[config.mk]
export PLATFORM = sky130hd
export DESIGN_NAME = pic_ocw_decode
export DESIGN_NICKNAME = d
export VERILOG_FILES = /design/src/shared/pic_ocw_pkg.sv /design/src/hw/pic_ocw_decode.sv
export SDC_FILE = /design/constraint.sdc
export NUM_CORES = 1
export LEC_CHECK = 0
export ABC_CLOCK_PERIOD_IN_PS = 13350
export BUFFER_PORTS_ARGS = -buffer_cell sky130_fd_sc_hd__buf_2
export CORE_ASPECT_RATIO = 0.75
export CORE_UTILIZATION = 61
export DETAILED_ROUTE_END_ITERATION = 8
export GPL_TIMING_DRIVEN = 0
export HOLD_SLACK_MARGIN = 0.06
export PLACE_DENSITY = 0.88
export SLEW_MARGIN = 20
export SYNTH_ARGS = -nofsm -noshare
export SYNTH_HDL_FRONTEND = slang
export SYNTH_SLANG_ARGS = --single-unit
[constraint.sdc]
create_clock -name sys_clk -period 13.35 [get_ports sys_clk]
set_input_delay 2.67 -clock sys_clk [delete_from_list [all_inputs] [get_ports sys_clk]]
set_output_delay 2.67 -clock sys_clk [all_outputs]
set_load 0.01 [all_outputs]
[src/shared/pic_ocw_pkg.sv]
// constants, command layouts and state types for the operation-command decode block
// Summary of operation
// - bits 4-3 = 00 selects priority/EOI command
// - code 010 does nothing; 000, 100 reserved
// - 001 non-specific EOI; 101 adds rotation
// - 011 clears in-service of selected level
// - 110 sets priority from selected level
// - 111 specific EOI plus rotation
// - level field used only when bit 6 set
// - bits 4-3 = 01 selects mode command
// - bit 5 enables loading mask mode from bit 6
// - poll bit makes next read an acknowledge
// - bits 1-0: 10 pending, 11 in-service readback
// - readback selection retained across reads
// - poll byte bit 7 flags a request
// - poll byte bits 2-0 carry highest level
// - in-service bit held from acknowledge to EOI
// - in-service blocks equal and lower priority; in special mask mode it blocks only its own level
package pic_ocw_pkg;
  localparam logic [3:0] CMD_OFFSET = 4'h0;
  localparam logic [3:0] MASK_OFFSET = 4'h4;
  localparam logic [3:0] STATUS_OFFSET = 4'h8;
  localparam logic [1:0] SEL_PRIORITY = 2'h0;
  localparam logic [1:0] SEL_MODE = 2'h1;
  localparam logic [2:0] CODE_NS_EOI = 3'h1;
  localparam logic [2:0] CODE_NOP = 3'h2;
  localparam logic [2:0] CODE_SP_EOI = 3'h3;
  localparam logic [2:0] CODE_ROT_NS_EOI = 3'h5;
  localparam logic [2:0] CODE_SET_PRIO = 3'h6;
  localparam logic [2:0] CODE_ROT_SP_EOI = 3'h7;
  localparam logic [1:0] READ_PENDING = 2'h2;
  localparam logic [1:0] READ_IN_SERVICE = 2'h3;
  localparam logic [7:0] MASK_RESET = 8'hFF;
  localparam logic [2:0] LOWEST_RESET = 3'h7;
  localparam logic [3:0] POLL_FILL = 4'h0;

  typedef struct packed {
    logic [2:0] code;
    logic [1:0] select;
    logic [2:0] level;
  } prio_cmd_type;

  typedef struct packed {
    logic reserved;
    logic specialMaskSelect;
    logic maskModeWriteEnable;
    logic [1:0] select;
    logic poll;
    logic [1:0] readSelect;
  } mode_cmd_type;

  typedef struct packed {
    logic specialMask;
    logic pollPending;
    logic readInService;
    logic [2:0] lowestLevel;
  } mode_state_type;

  typedef enum logic {BUS_IDLE, BUS_ANSWER} bus_state_type;
endpackage

[src/hw/pic_ocw_decode.sv]
// operation-command decode, priority and in-service logic of one 8-level controller
`timescale 1ns/100ps
`default_nettype none

module pic_ocw_decode (
  input wire logic sys_clk, // 250 MHz system clock
  input wire logic rst_n, // synchronous reset, active low
  input wire logic [3:0] avs_address, // byte address
  input wire logic avs_read, // read request
  input wire logic avs_write, // write request
  input wire logic [31:0] avs_writedata, // write data
  input wire logic [3:0] avs_byteenable, // byte lanes
  output logic [31:0] avs_readdata, // read data
  output logic avs_waitrequest, // stall
  input wire logic [7:0] pendingRequest, // pending-request register
  input wire logic intAck, // acknowledge pulse
  output logic intReq, // interrupt request out
  output logic [2:0] intLevel, // level of intReq
  output logic [7:0] inService, // in-service register
  output logic [7:0] mask, // mask register
  output logic specialMaskMode // special mask mode active
);
  import pic_ocw_pkg::*;

  ////////////////////////////////////////////////////////////////////////////////
  // priority helpers

  // returns {found, level}; scan runs from lowest to highest priority, last hit wins
  function automatic logic [3:0] topLevel(input logic [7:0] vec,
                                          input logic [2:0] lowest);
    logic [2:0] idx;
    logic [3:0] res;
    res = 4'h0;
    for (int i = 8; i >= 1; i--) begin
      idx = lowest + 3'(i);
      if (vec[idx]) begin
        res = {1'b1, idx};
      end
    end
    return res;
  endfunction

  // levels that may still raise a request given what is in service
  function automatic logic [7:0] allowMask(input logic [7:0] in_service_register,
                                           input logic [2:0] lowest,
                                           input logic special);
    logic [2:0] idx;
    logic stop;
    logic [7:0] allow;
    stop = 1'b0;
    allow = 8'h00;
    for (int i = 1; i <= 8; i++) begin
      idx = lowest + 3'(i);
      if (special) begin
        allow[idx] = ~in_service_register[idx];
      end else begin
        if (in_service_register[idx]) begin
          stop = 1'b1;
        end
        allow[idx] = ~stop;
      end
    end
    return allow;
  endfunction

  ////////////////////////////////////////////////////////////////////////////////
  // bus slave: every access answers on the second cycle

  bus_state_type busState;
  mode_state_type mode;
  logic accept;
  logic doWrite;
  logic doRead;
  logic cmdWrite;
  logic isPrio;
  logic isMode;
  logic pollRead;
  logic ackNow;
  prio_cmd_type prioCmd;
  mode_cmd_type modeCmd;
  logic [7:0] candidates;
  logic [3:0] reqTop;
  logic [3:0] isrTop;
  logic [7:0] next_inService;
  logic [2:0] next_lowest;

  assign avs_waitrequest = (avs_read | avs_write) & (busState == BUS_IDLE);

  always_ff @(posedge sys_clk) begin
    if (!rst_n) begin
      busState <= BUS_IDLE;
    end else begin
      unique case (busState)
        BUS_IDLE: begin
          if (avs_read | avs_write) begin
            busState <= BUS_ANSWER;
          end
        end
        BUS_ANSWER: begin
          busState <= BUS_IDLE;
        end
      endcase
    end
  end

  // master holds the request until waitrequest drops, so it is still valid here
  assign accept = busState == BUS_ANSWER;
  assign doWrite = accept & avs_write;
  assign doRead = accept & avs_read;
  assign cmdWrite = doWrite & (avs_address == CMD_OFFSET) & avs_byteenable[0];
  assign prioCmd = prio_cmd_type'(avs_writedata[7:0]);
  assign modeCmd = mode_cmd_type'(avs_writedata[7:0]);
  assign isPrio = cmdWrite & (prioCmd.select == SEL_PRIORITY);
  assign isMode = cmdWrite & (modeCmd.select == SEL_MODE);

  ////////////////////////////////////////////////////////////////////////////////
  // request selection

  assign candidates = pendingRequest & ~mask
    & allowMask(inService, mode.lowestLevel, mode.specialMask);
  assign reqTop = topLevel(candidates, mode.lowestLevel);
  assign isrTop = topLevel(inService, mode.lowestLevel);

  // any read while poll is pending counts as the acknowledge
  assign pollRead = doRead & mode.pollPending;
  assign ackNow = reqTop[3] & (intAck | pollRead);

  always_ff @(posedge sys_clk) begin
    if (!rst_n) begin
      intReq <= 1'b0;
      intLevel <= 3'h0;
    end else begin
      intReq <= reqTop[3];
      intLevel <= reqTop[2:0];
    end
  end

  ////////////////////////////////////////////////////////////////////////////////
  // end-of-interrupt and rotation

  always_comb begin
    next_inService = inService;
    next_lowest = mode.lowestLevel;
    if (isPrio) begin
      unique case (prioCmd.code)
        CODE_NS_EOI, CODE_ROT_NS_EOI: begin
          if (isrTop[3]) begin
            next_inService[isrTop[2:0]] = 1'b0;
            if (prioCmd.code == CODE_ROT_NS_EOI) begin
              next_lowest = isrTop[2:0];
            end
          end
        end
        CODE_SP_EOI, CODE_ROT_SP_EOI: begin
          next_inService[prioCmd.level] = 1'b0;
          if (prioCmd.code == CODE_ROT_SP_EOI) begin
            next_lowest = prioCmd.level;
          end
        end
        CODE_SET_PRIO: begin
          next_lowest = prioCmd.level;
        end
        default: begin
          // no-operation and reserved codes leave everything alone
        end
      endcase
    end
    // acknowledge wins over a clear of the same bit
    if (ackNow) begin
      next_inService[reqTop[2:0]] = 1'b1;
    end
  end

  always_ff @(posedge sys_clk) begin
    if (!rst_n) begin
      inService <= 8'h00;
    end else begin
      inService <= next_inService;
    end
  end

  ////////////////////////////////////////////////////////////////////////////////
  // mode, readback selection and mask

  always_ff @(posedge sys_clk) begin
    if (!rst_n) begin
      mode.specialMask <= 1'b0;
      mode.pollPending <= 1'b0;
      mode.readInService <= 1'b0;
      mode.lowestLevel <= LOWEST_RESET;
    end else begin
      mode.lowestLevel <= next_lowest;
      if (isMode) begin
        if (modeCmd.maskModeWriteEnable) begin
          mode.specialMask <= modeCmd.specialMaskSelect;
        end
        if (modeCmd.readSelect[1]) begin
          mode.readInService <= modeCmd.readSelect[0];
        end
        mode.pollPending <= modeCmd.poll;
      end else if (pollRead) begin
        mode.pollPending <= 1'b0;
      end
    end
  end

  always_ff @(posedge sys_clk) begin
    if (!rst_n) begin
      mask <= MASK_RESET;
    end else if (doWrite && avs_address == MASK_OFFSET && avs_byteenable[0]) begin
      mask <= avs_writedata[7:0];
    end
  end

  assign specialMaskMode = mode.specialMask;

  ////////////////////////////////////////////////////////////////////////////////
  // read data, captured when the request first appears

  always_ff @(posedge sys_clk) begin
    if (!rst_n) begin
      avs_readdata <= 32'h0;
    end else if (busState == BUS_IDLE && avs_read) begin
      if (mode.pollPending) begin
        avs_readdata <= {24'h0, reqTop[3], POLL_FILL, reqTop[2:0]};
      end else begin
        unique case (avs_address)
          CMD_OFFSET: begin
            avs_readdata <= {24'h0, mode.readInService ? inService : pendingRequest};
          end
          MASK_OFFSET: begin
            avs_readdata <= {24'h0, mask};
          end
          STATUS_OFFSET: begin
            avs_readdata <= {26'h0, mode};
          end
          default: begin
            avs_readdata <= 32'h0;
          end
        endcase
      end
    end
  end
endmodule // pic_ocw_decode

`default_nettype wire

==> results summary <==
The run finished, with violations left. The checks that failed: DRC. The tree is rooted in a clkbuf_8. The xor and xnor area share after synthesis is 1.37%. The minimum period implied by the final worst setup slack came out at around 7400 ps. The TritonCTS buffer count is 5. In the final timing run, aggregate negative setup slack is 0 ps. The largest net degree at the start of global routing is 12.

The register area share after synthesis is between 10% and 20%. The setup check on the worst reg-to-reg path leaves a slack of about 6000 ps. For this design the ratio of total power to cell area is 38.3 nW/um2. The wire length of the first global-routing pass came out at approximately 31 mm.

The maximum cell stage delay along the critical path is 760 ps. In the routed design, unresolved DRC markers number 1. The setup fix buffers added after clock tree synthesis came out at 0. The overall routing resource usage is between 40% and 50%. The ratio of cells with drive above 1 in the final layout came out at between 20% and 30%. The placed wire-length estimate is 15.8 mm.

The residual overflow from global routing is 0. The routability congestion estimate is 1.03. The filler cell count in the final layout is between 600 and 700. The standard cell with the maximum stage delay on the critical path is a22oi_1. Clock-pin slew was measured on the worst setup and hold paths at 80 ps. The synthesized area came out at 5130 um2. The largest vdd supply drop is around 0.047 mV. The deepest clock path buffer count came out at 2.

The synthesized netlist devotes between 20% and 30% of its cell area to simple gates. The launch instance of the worst register-to-register path is mode[0]$_SDFFE_PN1P_. The count of cells along the worst hold path came out at 2. The path with the worst hold slack has its endpoint at avs_readdata[6]$_SDFFE_PN0P_. The cts-stage hold buffer count is 0. The count of yosys warnings during synthesis is 0. The total wirelength of the detailed-routed design came out at 21.1 mm. The gate count after technology mapping is 674. The number of antenna violations at the first check in global routing came out at 1. The max capacitance violation total came out at 0. The final-stage net count came out at between 800 and 900.

By startpoint and endpoint, the worst setup path is classified as register to register. The later pin in the worst-skew pair is clocked with a latency of about 300 ps. The type of the tightest min-delay check is register to register. Relative to the synthesized area, the layout overhead comes to 11.1%. The final max-slew violation count was 0.

The worst clock skew came out at 9.35 ps. At the pin with the least slew margin, the transition time is roughly 930 ps. In this run the remaining antenna-violating nets after routing total 0. The unique cell type count in the Yosys netlist is 92. The count of boundary I/O pins is 107. The number of flip-flops and latches in the synthesized netlist is 35. In this run, synthesis inferred 0 flip-flops with an integrated enable.

The maximum fanout along the worst path came out at 10. The average instance area after synthesis is 7.61 um2. At the end of the flow the core is filled with cells to between 70% and 80%. CTS saw 35 sinks. The diode insertion count for antenna repair is 0. The worst endpoint required time is approximately 14000 ps. Measured in cells, the most critical reg-to-reg path has a length of 21. The floorplan die width is 108 um. The initial core utilization came out at a little under two thirds. The destination of the worst register-to-register timing path is inService[4]$_SDFF_PN0_. The area fraction in compound gates after synthesis is 31.7%. In this design, the critical path's most frequently occurring cell is buf_2. On the critical path the largest part of the delay comes from compound AO/OA/AOI/OAI gates. For this run, the leading register cell type out of synthesis is dfxtp_1. The portion of the clock cycle consumed by the worst path in the final layout is 55.3%. Traced cell by cell, the critical path runs through buf_2, inv_2, buf_1, clkbuf_1, ha_1, buf_2, buf_2, clkinv_1, mux2i_1, xnor2_1, o311ai_0, a311oi_1, a211oi_1, or3_1, a31oi_1, nor2_1, a211oi_1, o21ai_0, a22oi_1, and2b_1, a22o_1. The row count is 28. The leakage power is roughly 2.3 nW. The placeable core area came out at 8020 um2. The endpoint arrival time on the critical path came out at about 7600 ps.

The die outline area is between 8000 and 9000 um2. The via count of the first global-routing pass is between 5000 and 6000. The headroom to the max-slew limit came out at between 30% and 40%.

The number of resized instances in the post-cts repair step is 0. The routed wirelength normalized by instance count is between 20 and 25 um. The share of synthesized area spent on multiplexers is between 15 and 20%.

The number of setup violations in the final report is 0. The number of violations reported at the end of detailed-routing iteration 0 came out at 1250. After synthesis, the largest family of logic cells by area is compound AO/OA/AOI/OAI gates. Input and output buffers added on the ports amount to 51. The sort of element at the end of the critical path is a register. The die height is 81.4 um. Of the total synthesized cell area, the portion taken by full adders, half adders and majority gates is under 10%.

The tightest hold margin came out at approximately 540 ps. Timing would allow up to about 140 MHz. Together, buffers and inverters on the worst path number 7. The async set-reset flop share out of synthesis is 0%. In this run the most critical hold path is launched from avs_readdata[6]$_SDFFE_PN0P_. The maximum level of the CTS H-tree came out at 2. Setup repair after global routing left no endpoint under its margin.

The number of search-and-repair iterations in the first detailed-routing pass came out at 9. The clock tree from TritonCTS is yes. The via count came out at ~6600.

The count of endpoints failing hold in the final timing report came out at 0. STA classifies the critical path startpoint as a register. After detailed routing, the number of vias per cell comes to between 7 and 8.
-- cells in the mapped netlist, drive strengths merged, types with 8 or more instances --
library cell,instances,area [um2]
inv,16,60.1
mux4,15,349
nand2b,14,95.1
a31oi,17,106
nand2,80,305
a21o,9,67.6
nand3,22,110
a211oi,13,108
and2,15,93.8
o211ai,9,67.6
clkbuf,31,116
a22oi,11,82.6
nor2,42,163
nor4,8,65.1
dfxtp,35,701
mux2,15,176
a21oi,33,165
o31ai,9,95.1
buf,44,308
nor2b,17,106
nor3,20,111
o21ai,42,218
o22ai,9,62.6
mux2i,42,420
-- where the power goes --
part	switching, mW	internal (mW)	leakage, nW
logic	0.0195	0.0130	2.00
registers	0.000835	0.105	0.283
clock network	0.0429	0.0367	0.0422
total	0.0632	0.155	2.32
-- stage by stage --
step	instance area [um2]	cells	setup slack [ps]	power [mW]
after global placement	5600	853	6600	0.138
final	5690	861	5960	0.218
after global routing	5690	861	5730	0.223
after detailed placement	5610	853	6440	0.139
after CTS	5690	861	6380	0.214
after floorplan	5210	697	7810	0.129
-- cell type report --
cell class | instances | area [um2] | share of cell area (%)
clock inverters | 1 | 5.00 | 0.0879
repair buffers | 51 | 255 | 4.48
clock buffers | 7 | 76.3 | 1.34
plain buffers | 75 | 424 | 7.45
inverters | 18 | 67.6 | 1.19
multi-input cells | 569 | 4030 | 70.8
flip-flops and latches | 35 | 701 | 12.3
well taps | 105 | 131 | 2.31
-- cells by family after synthesis --
| logic type | after synthesis |
|---|---|
| flops | 35 |
| compound gates | 221 |
| simple gates | 241 |
| other cells | 1 |
| fa+ha+maj | 6 |
| buf+inv | 93 |
| mux | 72 |
| xor+xnor | 5 |
-- metal layers --
layer | global-route usage (%) | routed length (um) | share of wire [%]
met3 | 17.1 | 3810 | 18
met2 | 71.0 | 8490 | 40
met1 | 61.3 | 7660 | 36
met4 | 21.9 | 1140 | 5.4
met5 | 0 | 0 | 0
-- how the worst max path moves through the flow --
stage	cells after the start	startpoint	endpoint	slack (ps)
floorplan	2	avs_write	avs_waitrequest	7810
global placement	21	mode[0]$_SDFFE_PN1P_	inService[0]$_SDFF_PN0_	6600
detailed placement	21	mode[0]$_SDFFE_PN1P_	inService[1]$_SDFF_PN0_	6440
CTS	21	mode[0]$_SDFFE_PN1P_	inService[1]$_SDFF_PN0_	6380
global route	21	mode[0]$_SDFFE_PN1P_	inService[4]$_SDFF_PN0_	5730
finish	21	mode[0]$_SDFFE_PN1P_	inService[4]$_SDFF_PN0_	5960
-- state kept, by name, summed over array words and instances (netlist names) --
name / flops
avs_readdata: 8
intReq: 1
specialMaskMode: 1
intLevel: 3
inService: 8
mode: 5
accept: 1
mask: 8
-- cells in the final DEF (no fill, tap or decap), drive strengths merged, types with 20 or more instances in the layout --
| master | n |
|---|---|
| a21oi | 33 |
| buf | 95 |
| clkbuf | 38 |
| conb | 24 |
| dfxtp | 35 |
| mux2i | 42 |
| nand2 | 80 |
| nand3 | 22 |
| nor2 | 42 |
| nor3 | 20 |
| o21ai | 42 |
-- tightest hold or removal path, stage by stage, from the launching register on --
cell and delay (ps):
dfxtp_1 330, a22oi_1 80, nor2b_1 100
Note: power is estimated with default switching activity, not from simulation.
